## src/design/bbsr_pkg.sv

```systemverilog
// constants shared by the byte-wide clock-memory host controller
package bbsr_pkg;

	// ************************************************************
	// clock and pin timing
	// ************************************************************
	localparam int CLK_PERIOD_NS        = 10;  // hclk period
	localparam int ADDRESS_ACCESS_TIME  = 85;  // address valid to data valid, ns
	localparam int T_CE_ACCESS_NS       = 85;  // chip enable low to data valid
	localparam int T_OE_ACCESS_NS       = 55;  // output enable low to data valid
	localparam int T_OUT_FLOAT_NS       = 30;  // strobe high to data float
	localparam int T_WE_PULSE_NS        = 60;  // least write enable pulse
	localparam int T_CE_PULSE_NS        = 65;  // least chip enable pulse
	localparam int T_ADDR_TO_END_NS     = 70;  // address valid to write end
	localparam int T_DATA_SETUP_NS      = 35;  // data valid to write end
	localparam int T_END_HOLD_NS        = 15;  // data and address hold after write end
	localparam int SYNC_CYC             = 2;   // data pins pass two flip-flops

	// least times round up to whole cycles
	localparam int T_RD_NS   = (ADDRESS_ACCESS_TIME > T_CE_ACCESS_NS) ? ADDRESS_ACCESS_TIME : T_CE_ACCESS_NS;
	localparam int T_RD2_NS  = (T_RD_NS > T_OE_ACCESS_NS) ? T_RD_NS : T_OE_ACCESS_NS;
	localparam int T_WA_NS   = (T_WE_PULSE_NS > T_CE_PULSE_NS) ? T_WE_PULSE_NS : T_CE_PULSE_NS;
	localparam int T_WR_NS   = (T_WA_NS > T_ADDR_TO_END_NS) ? T_WA_NS : T_ADDR_TO_END_NS;
	localparam int T_WR2_NS  = (T_WR_NS > T_DATA_SETUP_NS) ? T_WR_NS : T_DATA_SETUP_NS;
	localparam int RD_CYC    = (T_RD2_NS + CLK_PERIOD_NS - 1) / CLK_PERIOD_NS;
	localparam int WR_CYC    = (T_WR2_NS + CLK_PERIOD_NS - 1) / CLK_PERIOD_NS;
	localparam int HOLD_CYC  = (T_END_HOLD_NS + CLK_PERIOD_NS - 1) / CLK_PERIOD_NS;
	localparam int FLOAT_CYC = (T_OUT_FLOAT_NS + CLK_PERIOD_NS - 1) / CLK_PERIOD_NS;

	localparam logic [3:0] RD_LAST    = 4'(RD_CYC + SYNC_CYC - 1);
	localparam logic [3:0] WR_LAST    = 4'(WR_CYC - 1);
	localparam logic [3:0] HOLD_LAST  = 4'(HOLD_CYC - 1);
	localparam logic [3:0] FLOAT_LAST = 4'(FLOAT_CYC - 1);

	// ************************************************************
	// controller registers on the ahb side
	// ************************************************************
	localparam logic [7:0] OFS_CTRL   = 8'h00;  // go and direction
	localparam logic [7:0] OFS_ADDR   = 8'h04;  // 17-bit memory address
	localparam logic [7:0] OFS_WDATA  = 8'h08;  // byte to write
	localparam logic [7:0] OFS_RDATA  = 8'h0C;  // byte last read
	localparam logic [7:0] OFS_STATUS = 8'h10;  // busy, done, clock halt view
	localparam int CTRL_GO_BIT   = 0;
	localparam int CTRL_WR_BIT   = 1;
	localparam int STAT_BUSY_BIT = 0;
	localparam int STAT_DONE_BIT = 1;
	localparam int STAT_HALT_LSB = 2;

	// ************************************************************
	// device map: clock control byte and time bytes
	// ************************************************************
	localparam logic [16:0] RTC_CTRL_ADDR  = 17'h1FFF8;
	localparam logic [16:0] RTC_TIME_FIRST = 17'h1FFF9;
	localparam logic [16:0] RTC_TIME_LAST  = 17'h1FFFF;
	localparam int RTC_WRITE_BIT = 7;  // halts copying, loads counters on clear
	localparam int RTC_READ_BIT  = 6;  // freezes the per-second copy

	// ************************************************************
	// reset values
	// ************************************************************
	localparam logic [16:0] RST_ADDR  = 17'h00000;
	localparam logic [7:0]  RST_BYTE  = 8'h00;

	typedef enum logic [2:0] {
		ST_IDLE, ST_ADDR, ST_RD, ST_FLOAT, ST_WR, ST_HOLD
	} bbsr_state_e;

endpackage

```

## src/design/bbsr_host.sv

```systemverilog
// ahb-lite controlled host for a byte-wide battery-backed clock memory
// Behaviour
// - host keeps address stable during write
// - host gives strobe recovery before next cycle
// - host meets write data setup and hold
// - host keeps output enable high while writing
// - control bit 6 freezes time byte copy
// - control bit 7 halts, clear loads counters
module bbsr_host
	import bbsr_pkg::*;
(
	input  wire logic        hclk,           // 100 MHz clock
	input  wire logic        hresetn,        // async reset, active low
	input  wire logic        hsel,           // slave select
	input  wire logic [31:0] haddr,          // byte address
	input  wire logic [1:0]  htrans,         // transfer type
	input  wire logic        hwrite,         // write when high
	input  wire logic [2:0]  hsize,          // word only
	input  wire logic        hready,         // bus ready in
	input  wire logic [31:0] hwdata,         // write data
	output logic      [31:0] hrdata,         // read data
	output logic             hreadyout,      // always ready
	output logic             hresp,          // always okay
	output logic      [16:0] sram_addr,      // memory address pins
	output logic             sram_ce_n,      // chip enable, active low
	output logic             sram_oe_n,      // output enable, active low
	output logic             sram_we_n,      // write enable, active low
	output logic      [7:0]  data_bus_out,   // data driven to memory
	output logic             data_bus_oe_n,  // low while host drives data
	input  wire logic [7:0]  data_bus_in     // data pins as seen
);

	// ************************************************************
	// state
	// ************************************************************
	bbsr_state_e state;           // pin sequencer state
	bbsr_state_e next_state;      // its next value
	logic [3:0]  cnt;             // cycles in current state
	logic [3:0]  next_cnt;        // its next value
	logic        op_write;        // current access is a write
	logic        next_op;         // its next value
	logic [16:0] mem_addr;        // address register
	logic [7:0]  wdata;           // write byte register
	logic [7:0]  rdata;           // read byte register
	logic [7:0]  next_rdata;      // its next value
	logic        done;            // sticky completion flag
	logic [1:0]  halt;            // last control byte halt bits
	logic [16:0] next_addr;       // next address pins
	logic [7:0]  next_dout;       // next data pins
	logic        next_ce;         // next chip enable
	logic        next_oe;         // next output enable
	logic        next_we;         // next write enable
	logic        next_doe;        // next data drive enable
	logic        done_evt;        // access finished this cycle
	logic [7:0]  data_sync;       // synchronised data pins
	logic        ph_wr;           // data phase of a write pending
	logic [7:0]  ph_ofs;          // its register offset
	logic [31:0] read_mux;        // register read selection

	// ************************************************************
	// bus decode
	// ************************************************************
	wire addr_ok  = hsel & hready & htrans[1];              // valid address phase
	wire wr_ctrl  = ph_wr & (ph_ofs == OFS_CTRL);           // go command
	wire wr_addr  = ph_wr & (ph_ofs == OFS_ADDR);
	wire wr_wdata = ph_wr & (ph_ofs == OFS_WDATA);
	wire wr_stat  = ph_wr & (ph_ofs == OFS_STATUS);
	wire busy     = (state != ST_IDLE);
	// a go while busy is dropped: the pin cycle in flight must finish
	wire go_req   = wr_ctrl & hwdata[CTRL_GO_BIT] & ~busy;
	wire done_clr = wr_stat & hwdata[STAT_DONE_BIT];
	wire next_busy = (next_state != ST_IDLE);
	wire ctrl_hit  = (sram_addr == RTC_CTRL_ADDR);          // control byte access

	assign read_mux =
		(haddr[7:0] == OFS_CTRL)   ? {30'h0, op_write, busy} :
		(haddr[7:0] == OFS_ADDR)   ? {15'h0, mem_addr} :
		(haddr[7:0] == OFS_WDATA)  ? {24'h0, wdata} :
		(haddr[7:0] == OFS_RDATA)  ? {24'h0, rdata} :
		(haddr[7:0] == OFS_STATUS) ? {28'h0, halt, done, busy} :
		32'h0;                                              // unmapped reads zero

	assign hreadyout = 1'b1;  // zero wait states
	assign hresp     = 1'b0;  // okay only

	// ************************************************************
	// ahb slave registers
	// ************************************************************
	// capture address phase, answer reads from a flop
	always_ff @(posedge hclk or negedge hresetn) begin
		if (!hresetn) begin
			ph_wr  <= 1'b0;
			ph_ofs <= 8'h00;
			hrdata <= 32'h0;
		end else begin
			ph_wr  <= addr_ok & hwrite;
			ph_ofs <= haddr[7:0];
			if (addr_ok & ~hwrite) begin
				hrdata <= read_mux;
			end
		end
	end

	// software-written registers and flags
	always_ff @(posedge hclk or negedge hresetn) begin
		if (!hresetn) begin
			mem_addr <= RST_ADDR;
			wdata    <= RST_BYTE;
			done     <= 1'b0;
			halt     <= 2'b00;
		end else begin
			if (wr_addr) begin
				mem_addr <= hwdata[16:0];  // 17 address bits
			end
			if (wr_wdata) begin
				wdata <= hwdata[7:0];
			end
			// completion set wins over a clear in the same cycle
			if (done_evt) begin
				done <= 1'b1;
			end else if (done_clr | go_req) begin
				done <= 1'b0;
			end
			// mirror halt bits written to the control byte
			if (done_evt & op_write & ctrl_hit) begin
				halt <= data_bus_out[RTC_WRITE_BIT:RTC_READ_BIT];
			end
		end
	end

	// ************************************************************
	// pin sequencer
	// ************************************************************
	// time and control bytes go through the same cycles as any byte
	always_comb begin
		next_state = state;
		next_cnt   = 4'(cnt + 4'h1);
		next_op    = op_write;
		next_addr  = sram_addr;
		next_dout  = data_bus_out;
		next_ce    = sram_ce_n;
		next_oe    = sram_oe_n;
		next_we    = sram_we_n;
		next_doe   = data_bus_oe_n;
		next_rdata = rdata;
		done_evt   = 1'b0;
		unique case (state)
			ST_IDLE: begin
				next_cnt = 4'h0;
				if (go_req) begin
					// address settles a cycle before any strobe
					next_state = ST_ADDR;
					next_op    = hwdata[CTRL_WR_BIT];
					next_addr  = mem_addr;
					next_dout  = wdata;
					next_doe   = ~hwdata[CTRL_WR_BIT];  // data set up from the start
				end
			end
			ST_ADDR: begin
				next_cnt = 4'h0;
				next_ce  = 1'b0;
				if (op_write) begin
					// both fall together, oe stays high
					next_we    = 1'b0;
					next_state = ST_WR;
				end else begin
					next_oe    = 1'b0;  // read with we high
					next_state = ST_RD;
				end
			end
			ST_RD: begin
				// wait the slowest access time plus the sync delay
				if (cnt == RD_LAST) begin
					next_rdata = data_sync;
					next_ce    = 1'b1;
					next_oe    = 1'b1;
					next_cnt   = 4'h0;
					next_state = ST_FLOAT;
				end
			end
			ST_FLOAT: begin
				// device must float before anyone drives again
				if (cnt == FLOAT_LAST) begin
					done_evt   = 1'b1;
					next_state = ST_IDLE;
				end
			end
			ST_WR: begin
				if (cnt == WR_LAST) begin
					next_ce    = 1'b1;  // both rise together to end the write
					next_we    = 1'b1;
					next_cnt   = 4'h0;
					next_state = ST_HOLD;
				end
			end
			ST_HOLD: begin
				// data and address held, strobes recover
				if (cnt == HOLD_LAST) begin
					next_doe   = 1'b1;
					done_evt   = 1'b1;
					next_state = ST_IDLE;
				end
			end
		endcase
	end

	// sequencer and pin flops
	always_ff @(posedge hclk or negedge hresetn) begin
		if (!hresetn) begin
			state         <= ST_IDLE;
			cnt           <= 4'h0;
			op_write      <= 1'b0;
			rdata         <= RST_BYTE;
			sram_addr     <= RST_ADDR;
			data_bus_out  <= RST_BYTE;
			sram_ce_n     <= 1'b1;
			sram_oe_n     <= 1'b1;
			sram_we_n     <= 1'b1;
			data_bus_oe_n <= 1'b1;
		end else begin
			state         <= next_state;
			cnt           <= next_cnt;
			op_write      <= next_op;
			rdata         <= next_rdata;
			sram_addr     <= next_addr;
			data_bus_out  <= next_dout;
			sram_ce_n     <= next_ce;
			sram_oe_n     <= next_oe;
			sram_we_n     <= next_we;
			data_bus_oe_n <= next_doe;
		end
	end

	// pins come from outside hclk
	bbsr_sync u_sync (
		.hclk     (hclk),
		.hresetn  (hresetn),
		.pin_in   (data_bus_in),
		.pin_sync (data_sync)
	);
endmodule

```

## src/design/bbsr_sync.sv

```systemverilog
// two-flop synchroniser for the data pins read back from the memory
module bbsr_sync
	import bbsr_pkg::*;
(
	input  wire logic       hclk,      // system clock
	input  wire logic       hresetn,   // async reset, active low
	input  wire logic [7:0] pin_in,    // raw data pins
	output logic      [7:0] pin_sync   // pins after two flops
);

	// ************************************************************
	// per-bit double flop
	// ************************************************************
	logic [7:0] meta;  // first stage, read only by the second

	generate
		for (genvar i = 0; i < 8; i++) begin : g_bit
			// pins settle asynchronously to hclk
			always_ff @(posedge hclk or negedge hresetn) begin
				if (!hresetn) begin
					meta[i]     <= 1'b0;
					pin_sync[i] <= 1'b0;
				end else begin
					meta[i]     <= pin_in[i];
					pin_sync[i] <= meta[i];
				end
			end
		end
	endgenerate

endmodule

```

## config.mk

```make
export PLATFORM = sky130hd
export DESIGN_NAME = bbsr_host
export DESIGN_NICKNAME = d
export VERILOG_FILES = /design/src/design/bbsr_pkg.sv /design/src/design/bbsr_host.sv /design/src/design/bbsr_sync.sv
export SDC_FILE = /design/constraint.sdc
export NUM_CORES = 1
export LEC_CHECK = 0
export BUFFER_PORTS_ARGS = -buffer_cell sky130_fd_sc_hd__buf_4
export CAP_MARGIN = 10
export CORE_MARGIN = 5
export CORE_UTILIZATION = 51
export CTS_CLUSTER_DIAMETER = 200
export DETAILED_ROUTE_END_ITERATION = 10
export GPL_TIMING_DRIVEN = 1
export PLACE_DENSITY = 0.89
export SYNTH_ARGS = -nofsm -noshare
export SYNTH_HDL_FRONTEND = slang
export SYNTH_SLANG_ARGS = --single-unit
```

## constraint.sdc

```tcl
create_clock -name hclk -period 2.1 [get_ports hclk]
set_clock_uncertainty 0.05 [all_clocks]
set_input_delay 0.42 -clock hclk [delete_from_list [all_inputs] [get_ports hclk]]
set_output_delay 0.42 -clock hclk [all_outputs]
set_load 0.02 [all_outputs]
```

; Yosys cells after proc, flatten, opt, wreduce, memory -nomap -nowiden
; Index checks and enable logic that the tools add are counted.
[totals]
output_inout_bits = 63
word_cells = 122
inputBits = 82
regBits = 130
[classes]
bitwise_logic = 17
reduce_logical = 17
n_eq_ne = 24
n_mux = 30
n_addsub = 1
[op_table]
columns = op, n
row1 = $mux W17, 2
row2 = $eq A8 B4 Y1 const B, 3
row3 = $mux W3, 6
row4 = $pmux W3 S6, 1
row5 = $eq A17 B17 Y1 const B, 1
row6 = $eq A8 B3 Y1 const B, 2
row7 = $eq A8 B5 Y1 const B, 2
row8 = $logic_not A8 Y1, 2
row9 = $mux W8, 2
row10 = $ne A2 B2 Y1 const B, 7
row11 = $and A1 B1 Y1, 13
row12 = $mux W4, 3
row13 = $pmux W4 S3, 1
row14 = $reduce_and A3 Y1, 4
row15 = $mux W1, 10
row16 = $pmux W1 S2, 4
row17 = $reduce_bool A2 Y1, 4
row18 = $eq A3 B2 Y1 const B, 2
row19 = $eq A3 B3 Y1 const B, 2
row20 = $reduce_bool A3 Y1, 2
row21 = $reduce_and A5 Y1, 1
row22 = $add A4 B1 Y4 const B, 1
row23 = $eq A4 B1 Y1 const B, 1
row24 = $eq A4 B2 Y1 const B, 1
row25 = 9 further kinds, 12

; Longest topological paths before layout
; Gate-level depths: netlist (run 1).
[depth]
depth_word = 7
depth_mapped = 6
ltp_nobuf = 6

; By module
; From an unflattened synthesis (run 1), not the netlist that was laid out.
[unflattened]
cells_unflattened = 362
hier_area_um2 = 4729.5
[modules_own_cells]
columns = module, area_each_um2, instances, seq_area_each_um2, cells_each
row1 = bbsr_host, 4329.2, 1, 2482.4, 346
row2 = bbsr_sync, 400.4, 1, 400.4, 16

; Least setup slack after synthesis (run 1)
; Ideal clock, no wire load.
[synth_path]
path_kind = reg-to-reg
from = reg ph_ofs[5]
to = reg mem_addr[10]
required_time_ps = 1925
slack_ps = 268
path_stages_with_launch = 7
period_less_slack_ps = 1832
setup_time_ps = 125
t_arrival_ps = 1658
path_buffers = 2
cell_sequence = dfrtp_1 -> nor4b_2 -> nor2b_1 -> and4b_1 -> buf_4 -> buf_4 -> mux2_2
[synth_between]
elab_chain_len = 2
[synth_rtl]
columns = item, line
row1 = "start, declared", bbsr_host.sv:57  ; logic [7:0] ph_ofs;
row2 = "start signal, assigned", bbsr_host.sv:97  ; ph_ofs <= haddr[7:0];
row3 = $eq A8 B3 Y1, bbsr_host.sv:65  ; wire wr_addr = ph_wr & (ph_ofs == OFS_ADDR);
row4 = $and A1 B1 Y1, bbsr_host.sv:65
row5 = "end signal, assigned", bbsr_host.sv:113  ; mem_addr <= hwdata[16:0];
row6 = "end, declared", bbsr_host.sv:42  ; logic [16:0] mem_addr;
; No other way between the ends.
; A chain may end at the register's enable or synchronous reset.

; Final worst setup path (run 1)
[layout_path]
from = reg ph_ofs[1]
to = reg data_bus_out[4]
[layout_between]
elab_chain_len = 5
[layout_rtl]
columns = item, line
row1 = $logic_not A8 Y1, bbsr_host.sv:64  ; wire wr_ctrl = ph_wr & (ph_ofs == OFS_CTRL);
row2 = $and A1 B1 Y1, bbsr_host.sv:64
row3 = $and A1 B1 Y1 (2 in series), bbsr_host.sv:70  ; wire go_req = wr_ctrl & hwdata[CTRL_GO_BIT] & ~busy;
row4 = $reduce_and A2 Y1 (no source line), -
row5 = "end signal, assigned", bbsr_host.sv:226  ; data_bus_out <= next_dout;
row6 = "end, declared", bbsr_host.sv:28  ; output logic [7:0] data_bus_out,
; No other way between the ends.

==> results.sh, run 1 <==
export IMPL_status="finished, final reports clean"
export IMPL_ys_seq_area_frac=0.601
export IMPL_critPathKind="reg -> reg"
export IMPL_dp_cells=553
export IMPL_cts_clk_slew_worst_paths_ns=0.06
export IMPL_grt_max_degree=43
export IMPL_track_usage=0.214
export IMPL_final_hold_viol_count=0
export IMPL_syn2layout_area_growth_pct=31.2
export IMPL_synth_edf_count=0
export IMPL_numCtsBuffers=17
export IMPL_dp_slack_ns=0.0692
export IMPL_die_x_um=107
export IMPL_fin_crit_ns=2.06
export IMPL_min_to="ph_ofs[3]"
export IMPL_drive_gt1_frac=0.422
export IMPL_synthCells=362
export IMPL_ys_ff_latch=115
export IMPL_htree_levels=4
export IMPL_postLayoutCoreUtil=0.684
export IMPL_peakVddDrop_v=0.000726
export IMPL_grt_antenna_before_repair=0
export IMPL_clkSinkCount=115
export IMPL_clk_latency_ns=0.52
export IMPL_netlist_area_um2=4800
export IMPL_grt_overflow=0
export IMPL_final_max_slew_violation_count=0
export IMPL_cp_arrival_ns=2.41
export IMPL_cts_root_buf="clkbuf_8"
export IMPL_fmax_ghz=0.486
export IMPL_vias=3356
export IMPL_whs_path_depth=1
export IMPL_nFillCells=602
export IMPL_synth_avg_cell_area_um2=13.3
export IMPL_fp_row_count=35
export IMPL_worstRegToRegCells=5
export IMPL_async_flop_share=1.00
export IMPL_dp_hpwl_um=7630
export IMPL_period_share=0.980
export IMPL_ys_warn_count=0
export IMPL_vias_per_cell=5.60
export IMPL_setup_viol=0
export IMPL_n_antenna_cell=0
export IMPL_routedWlPerCell_um=19.3
export IMPL_ant_nets=0
export IMPL_ys_flop_type="dfrtp_1"
export IMPL_io_buffers=84
export IMPL_wirelength_um=11500
export IMPL_setup_worst_path_start_class="flip-flop"
export IMPL_cts_tree="yes"
export IMPL_start_util=0.522
export IMPL_dr_first_iter_drc_count=225
export IMPL_cts_setup_buffers=0
export IMPL_finalWeightedCongestion=0.887
export IMPL_r2r_end="data_bus_out[4]"
export IMPL_crit_fanout=7
export IMPL_hold_start="haddr[3]"
export IMPL_grt_pass1_vias=3564
export IMPL_r2r_start="ph_ofs[1]"
export IMPL_worst_hold_slack_ns=0.0698
export IMPL_dieHeight_um=107
export IMPL_end_kind="flip-flop"
export IMPL_final_nets=560
export IMPL_yosysUniqueCellTypes=54
export IMPL_regToRegSetupSlack_ns=0.04
export IMPL_setup_tns_ns=0
export IMPL_drc=0
export IMPL_core_area_um2=9200
export IMPL_worst_slack_ns=0.0414
export IMPL_drv_cap=0
export IMPL_dieArea_um2=11400
export IMPL_io_pins=145
export IMPL_worstPathRequired_ns=2.45
export IMPL_slew_headroom=0.658
export IMPL_min_path_type="in -> reg"
export IMPL_p_leak_nw=3.07
export IMPL_powerDensity_nw_per_um2=932
export IMPL_final_instance_count_excl_fill=599
export IMPL_clk_path_buf_depth=2
export IMPL_grt_pass1_wl_um=18700
export IMPL_drt_pass1_iter_count=4
export IMPL_worstMarginPinSlew_ns=0.513
==> worst max-delay path: stages (launching register included) <==
cell and delay [ns]:
dfrtp_1 0.40, nor4_2 0.44, nand4b_1 0.29, nor2_4 0.21, buf_4 0.21, mux2_2 0.35
==> cell usage in the layout, fill, tap and decap left out, types with 2 or more instances in the layout <==
cell type	count
nand3b_1	4
o32ai_1	2
dfstp_2	4
conb_1	17
mux2_2	61
a21oi_1	19
nand4_1	4
nor3_1	4
buf_12	4
nor4_2	2
a22oi_1	5
inv_1	11
nor2_1	14
and3b_1	2
o22ai_1	9
inv_6	5
nand3_1	2
nand2b_1	2
clkbuf_16	16
nor2b_1	6
o21ai_0	3
a31oi_1	2
nand4b_1	3
ha_1	3
nor3b_1	2
clkinvlp_4	2
buf_4	94
a22o_1	16
inv_8	3
and4b_1	2
mux2i_1	2
dlygate4sd3_1	14
clkinv_4	2
dfrtp_1	111
nand2_1	10
clkinv_8	3
==> kinds of logic (layout without fill, tap and decap cells) <==
group / count (synthesis) / after routing / share of synthesized area
XOR/XNOR: 2 / 2 / 0.00365
other: 2 / 17 / 0.00157
adder cells (fa/ha/maj): 3 / 3 / 0.00783
multiplexers: 63 / 63 / 0.147
buffers and inverters: 44 / 155 / 0.0542
flip-flops: 115 / 115 / 0.601
AND/OR/NAND/NOR: 69 / 69 / 0.0931
AO/OA/AOI/OAI: 64 / 64 / 0.0913
==> worst max path at each step <==
stage               startpoint         endpoint
floorplan            ph_ofs[5]     mem_addr[10]
global placement      haddr[0]        hrdata[6]
detailed placement    haddr[0]        hrdata[5]
CTS                  ph_ofs[1]  data_bus_out[4]
global route         ph_ofs[1]  data_bus_out[4]
finish               ph_ofs[1]  data_bus_out[4]
==> per-stage QoR <==
step	total power, W	area (um2)
final	0.00587	6290
after global routing	0.00610	6290
after CTS	0.00589	6270
after detailed placement	0.00313	5560
after global placement	0.00310	5560
after floorplan	0.00289	4850
==> cell type report <==
| type | count | area (um2) | area share |
|---|---|---|---|
| multi-input cells | 218 | 1730 | 0.275 |
| clock inverters | 15 | 159 | 0.0252 |
| flip-flops and latches | 115 | 2880 | 0.458 |
| repair buffers | 112 | 926 | 0.147 |
| clock buffers | 17 | 414 | 0.0658 |
| inverters | 11 | 41.3 | 0.00656 |
| well taps | 111 | 139 | 0.0221 |
==> state kept, by name, indices dropped and copies added, names as in the netlist, 3 cells and up <==
register,count
sram_addr,17
wdata,8
ph_ofs,8
state,3
u_sync.meta,8
data_bus_out,8
cnt,4
rdata,8
mem_addr,17
u_sync.pin_sync,8
hrdata,17
==> Yosys cell counts, drive strengths merged (2+ instances only) <==
| master | instances | share of area |
|---|---|---|
| dfrtp | 111 | 0.58 |
| mux2 | 61 | 0.14 |
| buf | 24 | 0.039 |
| a21oi | 19 | 0.020 |
| a22o | 16 | 0.029 |
| nor2 | 15 | 0.013 |
| inv | 11 | 0.0086 |
| nand2 | 10 | 0.0078 |
| clkbuf | 9 | 0.0070 |
| o22ai | 9 | 0.012 |
| nor2b | 6 | 0.0078 |
| a22oi | 5 | 0.0078 |
| nor3 | 5 | 0.0063 |
| dfstp | 4 | 0.022 |
| nand3b | 4 | 0.0063 |
| nand4 | 4 | 0.0052 |
| and3b | 3 | 0.0057 |
| ha | 3 | 0.0078 |
| nand4b | 3 | 0.0055 |
| nor4 | 3 | 0.0083 |
| o21ai | 3 | 0.0031 |
| a211oi | 2 | 0.0031 |
| a31oi | 2 | 0.0026 |
| and4b | 2 | 0.0042 |
| conb | 2 | 0.0016 |
| mux2i | 2 | 0.0042 |
| nand2b | 2 | 0.0026 |
| nand3 | 2 | 0.0021 |
| nor3b | 2 | 0.0031 |
| o32ai | 2 | 0.0037 |
| or3b | 2 | 0.0037 |
==> report_power, final <==
part | total [W] | leakage, nW | internal, W | switching [W]
combinational | 0.000740 | 1.29 | 0.000316 | 0.000424
clock | 0.00273 | 0.274 | 0.00152 | 0.00120
sequential | 0.00240 | 1.51 | 0.00232 | 0.0000791
==> repair_timing <==
action,in CTS,in global routing
endpoints found under the setup margin,0,65
hold buffers,14,0
resized for setup,0,4
hold endpoints to repair,48,0
==> routing by layer <==
| metal | up-vias | share of wire | routed length [um] | GRT usage |
|---|---|---|---|---|
| met1 | 1710 | 0.41 | 4750 | 0.273 |
| li1 | 1503 | - | - | - |
| met5 | - | 0 | 0 | 0 |
| met2 | 127 | 0.50 | 5800 | 0.348 |
| met4 | 0 | 0.017 | 200 | 0.0804 |
| met3 | 16 | 0.068 | 784 | 0.0614 |
Power figures use the tool's default switching activity.
==> inputs of run 2 (changes only) <==
--- a/config.mk
+++ b/config.mk
@@ -12,6 +12,7 @@
 export CTS_CLUSTER_DIAMETER = 200
 export DETAILED_ROUTE_END_ITERATION = 10
 export GPL_TIMING_DRIVEN = 1
+export MAX_ROUTING_LAYER = met4
 export PLACE_DENSITY = 0.89
 export SYNTH_ARGS = -nofsm -noshare
 export SYNTH_HDL_FRONTEND = slang
==> run 2 against run 1 <==
  * Flip-flop and latch count stayed put
  * First-iteration DRC count is 1.3% lower
  * Total power is 2.2% higher
  * Via count is 3.2% higher
  * Utilization is 0.11 points higher
  * Sequential power hardly changed
  * Critical path depth is 2 higher
  * Worst hold slack better by 0.0038 ns
  * Wire length is 4.3% higher
==> results.sh, run 2 (synthesis gave the netlist of run 1 again) <==
export IMPL_cts_root_buf="clkbuf_8"
export IMPL_drive_gt1_frac=0.422
export IMPL_grt_overflow=0
export IMPL_regToRegSetupSlack_ns=0.06
export IMPL_htree_levels=4
export IMPL_grt_max_degree=46
export IMPL_clkSinkCount=115
export IMPL_final_max_slew_violation_count=0
export IMPL_setup_worst_path_start_class="input port"
export IMPL_end_kind="flip-flop"
export IMPL_drt_pass1_iter_count=5
export IMPL_n_antenna_cell=0
export IMPL_final_common_cell="dfrtp_1"
export IMPL_io_pins=145
export IMPL_final_hold_viol_count=0
export IMPL_fmax_ghz=0.489
export IMPL_period_share=0.974
export IMPL_peakVddDrop_v=0.000631
export IMPL_status="finished, final reports clean"
export IMPL_drv_cap=0
export IMPL_vias_per_cell=5.78
export IMPL_reg_top3="hrdata x17, mem_addr x17, sram_addr x17"
export IMPL_grt_setup_unrepaired="true"
export IMPL_numCtsBuffers=17
export IMPL_mostFrequentLayoutCells="dfrtp_1, buf_4, mux2_2"
export IMPL_min_path_type="in -> reg"
export IMPL_slew_headroom=0.621
export IMPL_final_instance_count_excl_fill=599
export IMPL_fp_row_count=35
export IMPL_io_buffers=84
export IMPL_final_nets=560
export IMPL_track_usage=0.232
export IMPL_setup_viol=0
export IMPL_dp_hpwl_um=7530
export IMPL_placedInstanceArea_um2=5550
export IMPL_fin_area_um2=6300
export IMPL_core_area_um2=9200
export IMPL_cp_arrival_ns=2.45
export IMPL_clk_latency_ns=0.53
export IMPL_dr_first_iter_drc_count=222
export IMPL_drc=0
export IMPL_finalWeightedCongestion=0.903
export IMPL_worstPathRequired_ns=2.51
export IMPL_syn2layout_area_growth_pct=31.4
export IMPL_grt_pass1_vias=3666
export IMPL_setup_tns_ns=0
export IMPL_wirelength_um=12000
export IMPL_grt_pass1_wl_um=19500
export IMPL_worstMarginPinSlew_ns=0.568
export IMPL_routedWlPerCell_um=20.1
export IMPL_clk_path_buf_depth=2
export IMPL_ant_nets=0
export IMPL_dieHeight_um=107
export IMPL_fin_crit_ns=2.04
export IMPL_dieArea_um2=11400
export IMPL_p_leak_nw=3.08
export IMPL_cts_tree="yes"
export IMPL_die_x_um=107
export IMPL_cts_setup_buffers=0
export IMPL_dp_cells=553
export IMPL_critPathKind="in -> reg"
export IMPL_crit_fanout=9
export IMPL_vias=3462
export IMPL_powerDensity_nw_per_um2=952
export IMPL_start_util=0.522
export IMPL_cts_clk_slew_worst_paths_ns=0.06
export IMPL_grt_antenna_before_repair=0
run 2: cell types whose count changed in the layout (fill, tap and decap cells not counted):
cell | previous run | this run
inv_8 | 3 | 6
buf_12 | 4 | 3
clkinv_8 | 3 | 2
bufinv_16 | 0 | 1
clkinvlp_4 | 2 | 1
inv_6 | 5 | 3
buf_4 | 94 | 95
run 2: layout make-up:
type                    instances  area [um2]
well taps                     111         139
inverters                      11        41.3
clock buffers                  17         414
fillers                       587        2890
multi-input cells             218        1730
flip-flops and latches        115        2880
clock inverters                15         181
repair buffers                112         913
run 2: routing by layer:
layer	wire, um	vias up	GRT usage
li1	-	1513	-
met1	4640	1747	0.268
met2	6280	160	0.379
met3	701	42	0.0566
met4	422	0	0.115
met5	0	-	-
run 2: worst max-delay path: stages:
cell and delay [ns]:
dlygate4sd3_1 0.55, buf_4 0.14, nor4_2 0.33, or3b_4 0.48, nor4_4 0.16, buf_4 0.22, a22o_1 0.15
run 2: per-stage QoR:
stage	total power [W]	setup slack, ns	utilization	hold WS (ns)
2_1_floorplan	0.00289	0.268	-	0.0744
3_3_place_gp	0.00310	0.114	0.603	0.282
3_5_place_dp	0.00313	0.0730	0.603	0.286
4_1_cts	0.00603	0.00898	0.684	0.0517
5_1_grt	0.00624	-0.00217	0.686	0.0482
6_report	0.00600	0.0551	0.686	0.0736
run 2: report_power, final:
| group | total (W) | leakage [nW] | switching, W | internal, W |
|---|---|---|---|---|
| registers | 0.00241 | 1.51 | 0.0000853 | 0.00232 |
| logic | 0.000743 | 1.29 | 0.000429 | 0.000314 |
| clock network | 0.00285 | 0.291 | 0.00120 | 0.00165 |
run 2: final timing paths:
path | from | to | cells past startpoint
max | haddr[5] | hrdata[15] | 7
min | haddr[3] | ph_ofs[3] | 1
max reg2reg | ph_ofs[1] | data_bus_out[0] | 5
min reg2reg | u_sync.meta[7] | u_sync.pin_sync[7] | 0
max in group asynchronous | hresetn | data_bus_oe_n | 3
min in group asynchronous | hresetn | hrdata[13] | 2
run 2: timing repair:
item	4_1_cts	5_1_grt
hold buffers	14	0
cloned	0	0
hold endpoints to repair	52	0
pin swaps	0	1
resized for setup	1	3
endpoints found under the setup margin	15	18
